### config.mk
export PLATFORM = sky130hd
export DESIGN_NAME = condition_monitor_engine
export DESIGN_NICKNAME = d
export VERILOG_FILES = /design/src/rtl/cond_mon_pkg.sv /design/src/rtl/cond_entry_mem.sv /design/src/rtl/condition_monitor_engine.sv
export SDC_FILE = /design/constraint.sdc
export NUM_CORES = 2
export LEC_CHECK = 0
export BUFFER_PORTS_ARGS = -buffer_cell sky130_fd_sc_hd__buf_4
export CAP_MARGIN = 20
export CORE_MARGIN = 2
export CORE_UTILIZATION = 24
export DETAILED_ROUTE_END_ITERATION = 12
export HOLD_SLACK_MARGIN = 0.08
export PLACE_DENSITY = 0.49
export SLEW_MARGIN = 20
export SYNTH_ARGS = -nofsm -noshare
export SYNTH_HDL_FRONTEND = slang
export SYNTH_HIERARCHICAL = 1
export SYNTH_SLANG_ARGS = --single-unit
### constraint.sdc
create_clock -name clock -period 5.4 [get_ports clock]
set_clock_uncertainty 0.05 [all_clocks]
set_input_delay 1.08 -clock clock [delete_from_list [all_inputs] [get_ports clock]]
set_output_delay 1.08 -clock clock [all_outputs]
set_load 0.05 [all_outputs]
### src/rtl/cond_mon_pkg.sv
`default_nettype none
package cond_mon_pkg;
   localparam int NUM_ENTRIES = 16;
   localparam int VALUE_W = 16;
   localparam int LOC_W = 16;
   localparam logic [7:0] REQ_PROGRAM = 8'h53;
   localparam logic [7:0] REQ_POLL = 8'h54;
   localparam logic [7:0] CC_SUPPRESS = 8'hFF;
   localparam logic [7:0] CC_INIT_BASE = 8'h70;
   localparam logic [7:0] STATUS_OK = 8'h00;
   localparam logic [7:0] STATUS_FULL = 8'h01;
   localparam logic [7:0] STATUS_BAD_CODE = 8'h02;
   localparam logic [3:0] CMP_EQ = 4'h1;
   localparam logic [3:0] CMP_NE = 4'h2;
   localparam logic [3:0] CMP_GT = 4'h3;
   localparam logic [3:0] CMP_LT = 4'h4;
   localparam logic [3:0] CMP_OUT = 4'h5;
   localparam logic [3:0] CMP_IN = 4'h6;
   localparam real HALF_SEC_S = 0.5;
   localparam real CLOCK_HZ = 125.0e6;
   localparam int HALF_SEC_CYCLES = int'(HALF_SEC_S * CLOCK_HZ);
   localparam logic [7:0] VAR_RATE_HALF_SECS = 8'h01;

   typedef struct packed {
      logic [7:0] opcode;
      logic [7:0] condition_control_code;
      logic [7:0] sample_interval;
      logic [7:0] element_type;
      logic [15:0] element_location;
      logic [15:0] compare_operand_lo;
      logic [15:0] compare_operand_hi;
   } request_t;

   typedef struct packed {
      logic [7:0] condition_control_code;
      logic [7:0] element_type;
      logic [15:0] element_location;
      logic [15:0] value;
   } report_t;

   typedef struct packed {
      logic valid;
      logic [7:0] condition_control_code;
      logic [7:0] sample_interval;
      logic [7:0] element_type;
      logic [15:0] element_location;
      logic [15:0] compare_operand_lo;
      logic [15:0] compare_operand_hi;
   } entry_t;
endpackage : cond_mon_pkg
`default_nettype wire

### src/rtl/cond_entry_mem.sv
`timescale 1ns/1ps
`default_nettype none
module cond_entry_mem #(
   parameter int DEPTH = 16
) (
   input wire logic clock,
   input wire logic rst_n,
   input wire logic wr_en,
   input wire logic [$clog2(DEPTH)-1:0] wr_idx,
   input wire cond_mon_pkg::entry_t wr_data,
   input wire logic [$clog2(DEPTH)-1:0] rd_idx,
   output cond_mon_pkg::entry_t rd_data
);
   import cond_mon_pkg::*;
   entry_t mem_ff [DEPTH];

   always_ff @(posedge clock or negedge rst_n) begin
      if (!rst_n) begin
         for (int i = 0; i < DEPTH; i++) begin
            mem_ff[i] <= '0;
         end
      end else if (wr_en) begin
         mem_ff[wr_idx] <= wr_data;
      end
   end

   always_ff @(posedge clock or negedge rst_n) begin
      if (!rst_n) begin
         rd_data <= '0;
      end else begin
         rd_data <= mem_ff[rd_idx];
      end
   end
endmodule : cond_entry_mem
`default_nettype wire

### src/rtl/condition_monitor_engine.sv
`timescale 1ns/1ps
`default_nettype none
module condition_monitor_engine #(
   parameter int ENTRIES = cond_mon_pkg::NUM_ENTRIES,
   parameter int TICK_CYCLES = cond_mon_pkg::HALF_SEC_CYCLES
) (
   input wire logic clock,
   input wire logic rst_n,
   input wire logic req_valid,
   input wire cond_mon_pkg::request_t req_data,
   output logic req_ready,
   output logic sample_req,
   output logic [cond_mon_pkg::LOC_W-1:0] sample_location,
   output logic [7:0] sample_type,
   input wire logic sample_ack,
   input wire logic [cond_mon_pkg::VALUE_W-1:0] sample_value,
   output logic resp_start,
   output logic [7:0] resp_code,
   output logic [7:0] resp_status,
   output logic resp_initiated,
   output logic rpt_valid,
   output cond_mon_pkg::report_t rpt_data,
   output logic resp_end
);
   import cond_mon_pkg::*;
   localparam int IW = $clog2(ENTRIES);

   if (ENTRIES < 2 || ENTRIES > 256 || TICK_CYCLES < 1) begin : g_bad_params
      $error("condition_monitor_engine: bad parameters");
   end

   typedef enum {S_IDLE, S_PROG_SCAN, S_PROG_LAST, S_PROG_ANS, S_SAMPLE_RD, S_SAMPLE_WAIT,
                 S_SAMPLE_REQ, S_SAMPLE_ACK, S_POLL_HDR, S_POLL_RD, S_POLL_WAIT,
                 S_POLL_EMIT, S_POLL_END} state_t;
   state_t state_ff;

   logic mem_wr;
   logic [IW-1:0] mem_wr_idx, mem_rd_idx, idx_ff, free_idx_ff, match_idx_ff;
   logic [IW-1:0] smp_idx_ff, nxt_smp_idx, scan_pos;
   logic scan_live;
   entry_t mem_wr_data, rd_entry;
   logic found_match_ff, found_free_ff, initiated_ff;
   request_t req_ff;
   logic [ENTRIES-1:0] active_ff;
   logic [VALUE_W-1:0] value_ff [ENTRIES];
   logic [7:0] age_ff [ENTRIES];
   logic [31:0] tick_cnt_ff;
   logic tick_ff;

   cond_entry_mem #(.DEPTH(ENTRIES)) u_mem (
      .clock(clock),
      .rst_n(rst_n),
      .wr_en(mem_wr),
      .wr_idx(mem_wr_idx),
      .wr_data(mem_wr_data),
      .rd_idx(mem_rd_idx),
      .rd_data(rd_entry)
   );

   // half-second tick
   always_ff @(posedge clock or negedge rst_n) begin
      if (!rst_n) begin
         tick_cnt_ff <= '0;
         tick_ff <= 1'b0;
      end else if (tick_cnt_ff == 32'(TICK_CYCLES - 1)) begin
         tick_cnt_ff <= '0;
         tick_ff <= 1'b1;
      end else begin
         tick_cnt_ff <= tick_cnt_ff + 32'h0000_0001;
         tick_ff <= 1'b0;
      end
   end

   // compare kind is low nibble; 7x codes initiate
   function automatic logic cond_hit(input entry_t e, input logic [VALUE_W-1:0] v);
      logic hit;
      hit = 1'b0;
      unique case (e.condition_control_code[3:0])
         CMP_EQ: hit = (v == e.compare_operand_lo);
         CMP_NE: hit = (v != e.compare_operand_lo);
         CMP_GT: hit = (v > e.compare_operand_lo);
         CMP_LT: hit = (v < e.compare_operand_lo);
         CMP_OUT: hit = (v < e.compare_operand_lo) || (v > e.compare_operand_hi);
         CMP_IN: hit = (v > e.compare_operand_lo) && (v < e.compare_operand_hi);
         default: hit = 1'b0;
      endcase
      return hit;
   endfunction : cond_hit

   function automatic logic code_ok(input logic [7:0] cc);
      logic [3:0] k;
      k = cc[3:0];
      return (cc == CC_SUPPRESS) ||
             ((cc[7:4] == 4'h0 || cc[7:4] == CC_INIT_BASE[7:4]) && k >= CMP_EQ && k <= CMP_IN);
   endfunction : code_ok

   logic code_valid;
   assign code_valid = code_ok(req_ff.condition_control_code);
   assign mem_rd_idx = idx_ff;
   assign nxt_smp_idx = (smp_idx_ff == IW'(ENTRIES - 1)) ? '0 : smp_idx_ff + IW'(1);
   // scan data trails the read index by one cycle
   assign scan_pos = (state_ff == S_PROG_LAST) ? idx_ff : idx_ff - IW'(1);
   assign scan_live = (state_ff == S_PROG_LAST) || (idx_ff != '0);

   // entry writes
   always_comb begin
      mem_wr = 1'b0;
      mem_wr_idx = found_match_ff ? match_idx_ff : free_idx_ff;
      mem_wr_data = '0;
      if (state_ff == S_PROG_ANS && code_valid) begin
         if (req_ff.condition_control_code == CC_SUPPRESS) begin
            mem_wr = found_match_ff;
         end else if (found_match_ff || found_free_ff) begin
            mem_wr = 1'b1;
            mem_wr_data.valid = 1'b1;
            mem_wr_data.condition_control_code = req_ff.condition_control_code;
            mem_wr_data.sample_interval = req_ff.sample_interval;
            mem_wr_data.element_type = req_ff.element_type;
            mem_wr_data.element_location = req_ff.element_location;
            mem_wr_data.compare_operand_lo = req_ff.compare_operand_lo;
            mem_wr_data.compare_operand_hi = req_ff.compare_operand_hi;
         end
      end
   end

   logic [7:0] interval;
   assign interval = (rd_entry.sample_interval == 8'h00) ? VAR_RATE_HALF_SECS
                                                         : rd_entry.sample_interval;

   // main sequencer
   always_ff @(posedge clock or negedge rst_n) begin
      if (!rst_n) begin
         state_ff <= S_IDLE;
         req_ff <= '0;
         idx_ff <= '0;
         smp_idx_ff <= '0;
         free_idx_ff <= '0;
         match_idx_ff <= '0;
         found_match_ff <= 1'b0;
         found_free_ff <= 1'b0;
         initiated_ff <= 1'b0;
         active_ff <= '0;
         for (int i = 0; i < ENTRIES; i++) begin
            value_ff[i] <= '0;
            age_ff[i] <= '0;
         end
         req_ready <= 1'b0;
         sample_req <= 1'b0;
         sample_location <= '0;
         sample_type <= '0;
         resp_start <= 1'b0;
         resp_code <= '0;
         resp_status <= '0;
         resp_initiated <= 1'b0;
         rpt_valid <= 1'b0;
         rpt_data <= '0;
         resp_end <= 1'b0;
      end else begin
         resp_start <= 1'b0;
         rpt_valid <= 1'b0;
         resp_end <= 1'b0;
         req_ready <= 1'b0;
         if (tick_ff) begin
            for (int i = 0; i < ENTRIES; i++) begin
               if (age_ff[i] != 8'hFF) begin
                  age_ff[i] <= age_ff[i] + 8'h01;
               end
            end
         end
         unique case (state_ff)
            S_IDLE: begin
               if (req_valid && (req_data.opcode == REQ_PROGRAM)) begin
                  req_ff <= req_data;
                  req_ready <= 1'b1;
                  idx_ff <= '0;
                  found_match_ff <= 1'b0;
                  found_free_ff <= 1'b0;
                  state_ff <= S_PROG_SCAN;
               end else if (req_valid && (req_data.opcode == REQ_POLL)) begin
                  req_ready <= 1'b1;
                  initiated_ff <= 1'b0;
                  state_ff <= S_POLL_HDR;
               end else if (req_valid) begin
                  req_ready <= 1'b1; // other codes are not ours
               end else begin
                  idx_ff <= smp_idx_ff;
                  state_ff <= S_SAMPLE_RD;
               end
            end
            S_PROG_SCAN, S_PROG_LAST: begin
               if (rd_entry.valid && scan_live &&
                   rd_entry.element_location == req_ff.element_location &&
                   rd_entry.element_type == req_ff.element_type) begin
                  found_match_ff <= 1'b1;
                  match_idx_ff <= scan_pos;
               end
               if (!rd_entry.valid && scan_live && !found_free_ff) begin
                  found_free_ff <= 1'b1;
                  free_idx_ff <= scan_pos;
               end
               if (state_ff == S_PROG_LAST) begin
                  state_ff <= S_PROG_ANS;
               end else if (idx_ff == IW'(ENTRIES - 1)) begin
                  state_ff <= S_PROG_LAST;
               end else begin
                  idx_ff <= idx_ff + IW'(1);
               end
            end
            S_PROG_ANS: begin
               // whole table seen, answer and commit
               resp_start <= 1'b1;
               resp_end <= 1'b1;
               resp_code <= REQ_PROGRAM;
               resp_initiated <= 1'b0;
               if (!code_valid) begin
                  resp_status <= STATUS_BAD_CODE;
               end else if (req_ff.condition_control_code == CC_SUPPRESS ||
                            found_match_ff || found_free_ff) begin
                  resp_status <= STATUS_OK;
               end else begin
                  resp_status <= STATUS_FULL;
               end
               if (mem_wr) begin
                  active_ff[mem_wr_idx] <= 1'b0;
                  age_ff[mem_wr_idx] <= '0;
               end
               idx_ff <= '0;
               state_ff <= S_IDLE;
            end
            S_SAMPLE_RD: state_ff <= S_SAMPLE_WAIT;
            S_SAMPLE_WAIT: begin
               if (rd_entry.valid && age_ff[idx_ff] >= interval) begin
                  sample_req <= 1'b1;
                  sample_location <= rd_entry.element_location;
                  sample_type <= rd_entry.element_type;
                  state_ff <= S_SAMPLE_ACK;
               end else begin
                  smp_idx_ff <= nxt_smp_idx;
                  state_ff <= S_IDLE;
               end
            end
            S_SAMPLE_ACK: begin
               if (sample_ack) begin
                  sample_req <= 1'b0;
                  age_ff[idx_ff] <= '0;
                  smp_idx_ff <= nxt_smp_idx;
                  value_ff[idx_ff] <= sample_value;
                  active_ff[idx_ff] <= cond_hit(rd_entry, sample_value);
                  if (cond_hit(rd_entry, sample_value) &&
                      rd_entry.condition_control_code[7:4] == CC_INIT_BASE[7:4]) begin
                     initiated_ff <= 1'b1;
                     state_ff <= S_POLL_HDR;
                  end else begin
                     state_ff <= S_IDLE;
                  end
               end
            end
            S_POLL_HDR: begin
               resp_start <= 1'b1;
               resp_code <= REQ_POLL;
               resp_status <= STATUS_OK;
               resp_initiated <= initiated_ff;
               idx_ff <= '0;
               state_ff <= S_POLL_RD;
            end
            S_POLL_RD: state_ff <= S_POLL_WAIT;
            S_POLL_WAIT: begin
               // initiated answers carry initiated kinds only
               if (rd_entry.valid && active_ff[idx_ff] && (!initiated_ff ||
                   rd_entry.condition_control_code[7:4] == CC_INIT_BASE[7:4])) begin
                  rpt_valid <= 1'b1;
                  rpt_data.condition_control_code <= rd_entry.condition_control_code;
                  rpt_data.element_type <= rd_entry.element_type;
                  rpt_data.element_location <= rd_entry.element_location;
                  rpt_data.value <= value_ff[idx_ff];
               end
               state_ff <= S_POLL_EMIT;
            end
            S_POLL_EMIT: begin
               idx_ff <= idx_ff + IW'(1);
               state_ff <= (idx_ff == IW'(ENTRIES - 1)) ? S_POLL_END : S_POLL_RD;
            end
            S_POLL_END: begin
               resp_end <= 1'b1;
               idx_ff <= '0;
               initiated_ff <= 1'b0;
               state_ff <= S_IDLE;
            end
         endcase
      end
   end
endmodule : condition_monitor_engine
`default_nettype wire

==> metrics.md <==
| Metric | Value |
|---|---|
| Worst setup path end | `sample_location[7]` |
| Yosys reg bits | `1852` |
| R2r endpoint | `sample_location[7]` |
| Largest net degree at the start of global routing | `around 150` |
| Switching part of the total | `29.19%` |
| Clk sinks | `1852` |
| Maximum clock insertion buffer count | `4` |
| CTS Root Buffer Type | `clkbuf_16` |
| Core ar. | `approximately 0.35 sq mm` |
| RSZ-0062 raised after global routing | `false` |
| Yosys warns | `6` |
| Row Count | `217` |
| Synth Instances | `5770` |
| Clock power share | `41.1%` |
| Die width | `between 500 and 600 um` |
| Internal power | `about 25000 uW` |
| Routed length per placed instance | `23.61 um` |
| Worst skew pair latency | `0.93 ns` |
| Commonest non-fill, non-tap cells in the layout | `1847 x dfrtp_1, 1360 x mux2_2, 417 x mux4_2` |
| Max-slew violation count | `0` |
| Placer Congestion | `0.7905` |
| CTS buffer count | `213` |
| Synth area leaders | `dfrtp_1 55%, mux2_2 18%, mux4_2 11%` |
| Starting density of the core | `24.13%` |
| Lkg Pwr | `0.04626 uW` |
| Reg clk slew, reported paths | `0.06 ns` |
| Final worst-path cycle share | `78.32%` |
| Min-Delay Path Class | `primary input to asynchronous set/reset pin` |
| First-pass DRT Iterations | `7` |
| CP arrival | `4.95 ns` |
| Vias in the first global route | `52.99k` |
| Status | `finished clean` |
| Reg2Reg Setup Slack | `1.17 ns` |
| Synth area leader | `dfrtp_1` |
| Placed Cells | `10.27k` |
| Port buffer count | `184` |
| Max-cap check violation count | `0` |
| Initial antenna violation count | `22` |
| Via density | `4.691` |
| Area grow syn2layout | `16.37%` |
| Max IR drop VDD | `0.0003986 V` |
| Peak Freq | `236.5 MHz` |
| Slew margin rel. | `between 20% and 30%` |
| Synthesized area per cell | `approximately 15 sq um` |
| Cell Area, Synth | `0.08440 sq mm` |
| Fin cells | `10.65k` |
| CP required | `6.12 ns` |
| Hold_buf cts | `0` |
| Crit path from | `idx_ff[0]` |
| Detailed placer's ending HPWL | `149.9 mm` |
| Pwr dens | `between 300 and 400 mW/mm^2` |
| Ys flop type | `dfrtp_1` |
| First-pass GRT wire length | `374.3 mm` |
| Simple-Gate Fraction of Synth Area | `under 10%` |
| Critical Path End Type | `flip-flop` |
| Setup TNS | `0 ns` |
| Sequential share of the synthesized area | `54.91%` |
| Comb power frac | `17.1%` |
| # resized after CTS | `0` |
| Register share of total power | `41.8%` |
| Yosys cell types | `80` |
| # nets final | `6046` |
| DP Area | `0.09120 sq mm` |
| Final wirelength | `251.4 mm` |
| Reg2reg path depth | `10` |
| Post-route DRC | `0` |
| WS Path Type | `flip-flop to flip-flop` |
| Combinational family with the most area after synthesis | `multiplexers` |
| CTS tree | `yes` |
| Finish-stage setup viols | `0` |
| DRT antenna net count | `0` |
| Boundary Pins | `194` |
| Mux cell area share after synthesis | `31.87%` |
| CP max FO | `33` |
| Die height | `597.0 um` |
| Worst flop-to-flop path startpoint | `idx_ff[0]` |
| Routed via count | `49.96k` |
| Initial DRC count | `3497` |
| Post-synth EDFFs | `0` |
| Final Hold Viols | `0` |
| Critical Path Source Type | `flip-flop` |
| Final Critical Period | `4.229 ns` |
| Tot GR Track Use | `between 10% and 20%` |
| Slew @ Worst Pin | `1.121 ns` |
| DIE AREA | `approximately 0.36 sq mm` |
| Post-synthesis compound-gate area fraction | `between 2 and 3%` |
| Most common cell after layout, fill and taps aside | `dfrtp_1` |
| Synth top area share | `54.91%` |
| CTS H-Tree Depth | `4` |
| Post-Synth XOR/XNOR Area | `1.432%` |
| Adder-cell share of the synthesized area | `0.9340%` |
| Gr ovfl total | `0` |
| Final Cell Area | `0.09821 sq mm` |
| Share of cells above drive strength 1 | `41.18%` |
| Ys async rst share | `100.0%` |
| Post-CTS Setup Inserts | `0` |
| Sw Pwr | `~10000 uW` |
==> cells in the mapped netlist (18+ instances only) <==
| library cell | number |
|---|---|
| mux2i_1 | 25 |
| nand2_1 | 266 |
| nand4_1 | 40 |
| clkbuf_1 | 193 |
| and2_1 | 73 |
| dfrtp_1 | 1852 |
| xnor2_1 | 81 |
| xor2_1 | 57 |
| ha_1 | 63 |
| nand3_1 | 68 |
| nor2_1 | 199 |
| o21ai_0 | 49 |
| nor3_1 | 38 |
| and3_1 | 78 |
| inv_1 | 86 |
| mux2_2 | 1360 |
| buf_2 | 193 |
| buf_4 | 20 |
| a21oi_1 | 55 |
| mux2_1 | 172 |
| mux4_2 | 417 |
| o22ai_1 | 18 |
| a22oi_1 | 146 |
==> layer usage <==
| layer | vias up | wire length, um | GRT usage [%] |
|---|---|---|---|
| li1 | 21370 | - | - |
| met3 | 362 | 9429 | 1.778 |
| met2 | 979 | 117800 | 22.58 |
| met5 | - | 92 | 0 |
| met4 | 16 | 6451 | 3.719 |
| met1 | 27220 | 117600 | 19.71 |
==> logic make-up (layout without fill, tap and decap cells) <==
kind of cell / after synthesis / in the layout
adders and majority gates: 63 / 63
xor gates and xnor gates: 138 / 138
muxes: 1974 / 1974
AOI/OAI and AO/OA: 339 / 339
DFF: 1852 / 1852
other: 1 / 30
buffers and inverters: 512 / 764
and+or+nand+nor: 891 / 891
==> area by class of cell <==
class                      instances  area, sq um
fill                           35210       251500
sequential                      1852        46360
multi-input combinational       3428        35980
clock buffer                     301         6102
tap                             4599         5754
timing repair buffer             301         2780
clock inverter                    75        890.9
inverter                          87        326.6
antenna                            7        17.52
==> power by group through the flow <==
stage | Sequential [uW] | Combinational (uW) | Clock, uW
2_1_floorplan | 14700 | 4150 | 0
3_5_place_dp | 15100 | 6190 | 0
5_1_grt | 14900 | 6490 | 15700
3_3_place_gp | 15100 | 6160 | 0
4_1_cts | 14800 | 6190 | 15100
6_report | 14800 | 6060 | 14600
==> worst min path at each step <==
stage,startpoint,endpoint,slack [ns],depth (start not counted)
floorplan,u_mem/rd_data[71],rpt_data[47],0.38,2
global route,rst_n,req_ff[11],0.19,1
finish,rst_n,req_ff[11],0.19,1
detailed placement,value_ff[208],value_ff[208],0.41,2
global placement,value_ff[80],value_ff[80],0.41,2
CTS,rst_n,req_ff[18],0.17,1
==> critical path: stages (launching register included) <==
cell,delay [ns]
dfrtp_4,0.83
mux4_2,0.59
mux4_2,0.47
ha_1,0.32
o211a_1,0.16
nand2_1,0.05
o21ai_0,0.47
a21o_1,0.28
and3_2,0.23
buf_12,0.21
mux2_2,0.37
==> flip-flops by register name, summed over array words and instances (netlist names), 2 cells and up <==
name             flops
sample_location     16
state_ff             4
idx_ff               4
age_ff             128
active_ff           16
value_ff           256
tick_cnt_ff         32
req_ff              72
resp_status          2
u_mem/rd_data       73
match_idx_ff         4
free_idx_ff          4
smp_idx_ff           4
rpt_data            48
sample_type          8
resp_code            3
u_mem/mem_ff      1168
==> through the flow <==
stage	power, uW	hold WS [ns]	util (%)	setup slack (ns)
2_1_floorplan	18890	0.3798	-	1.116
3_3_place_gp	21210	0.4087	26.07	1.106
3_5_place_dp	21250	0.4142	26.08	1.041
4_1_cts	36090	0.1727	28.08	1.028
5_1_grt	37040	0.1893	28.08	0.9066
6_report	35460	0.1881	28.08	1.171
Note: power is estimated with default switching activity, not from simulation.
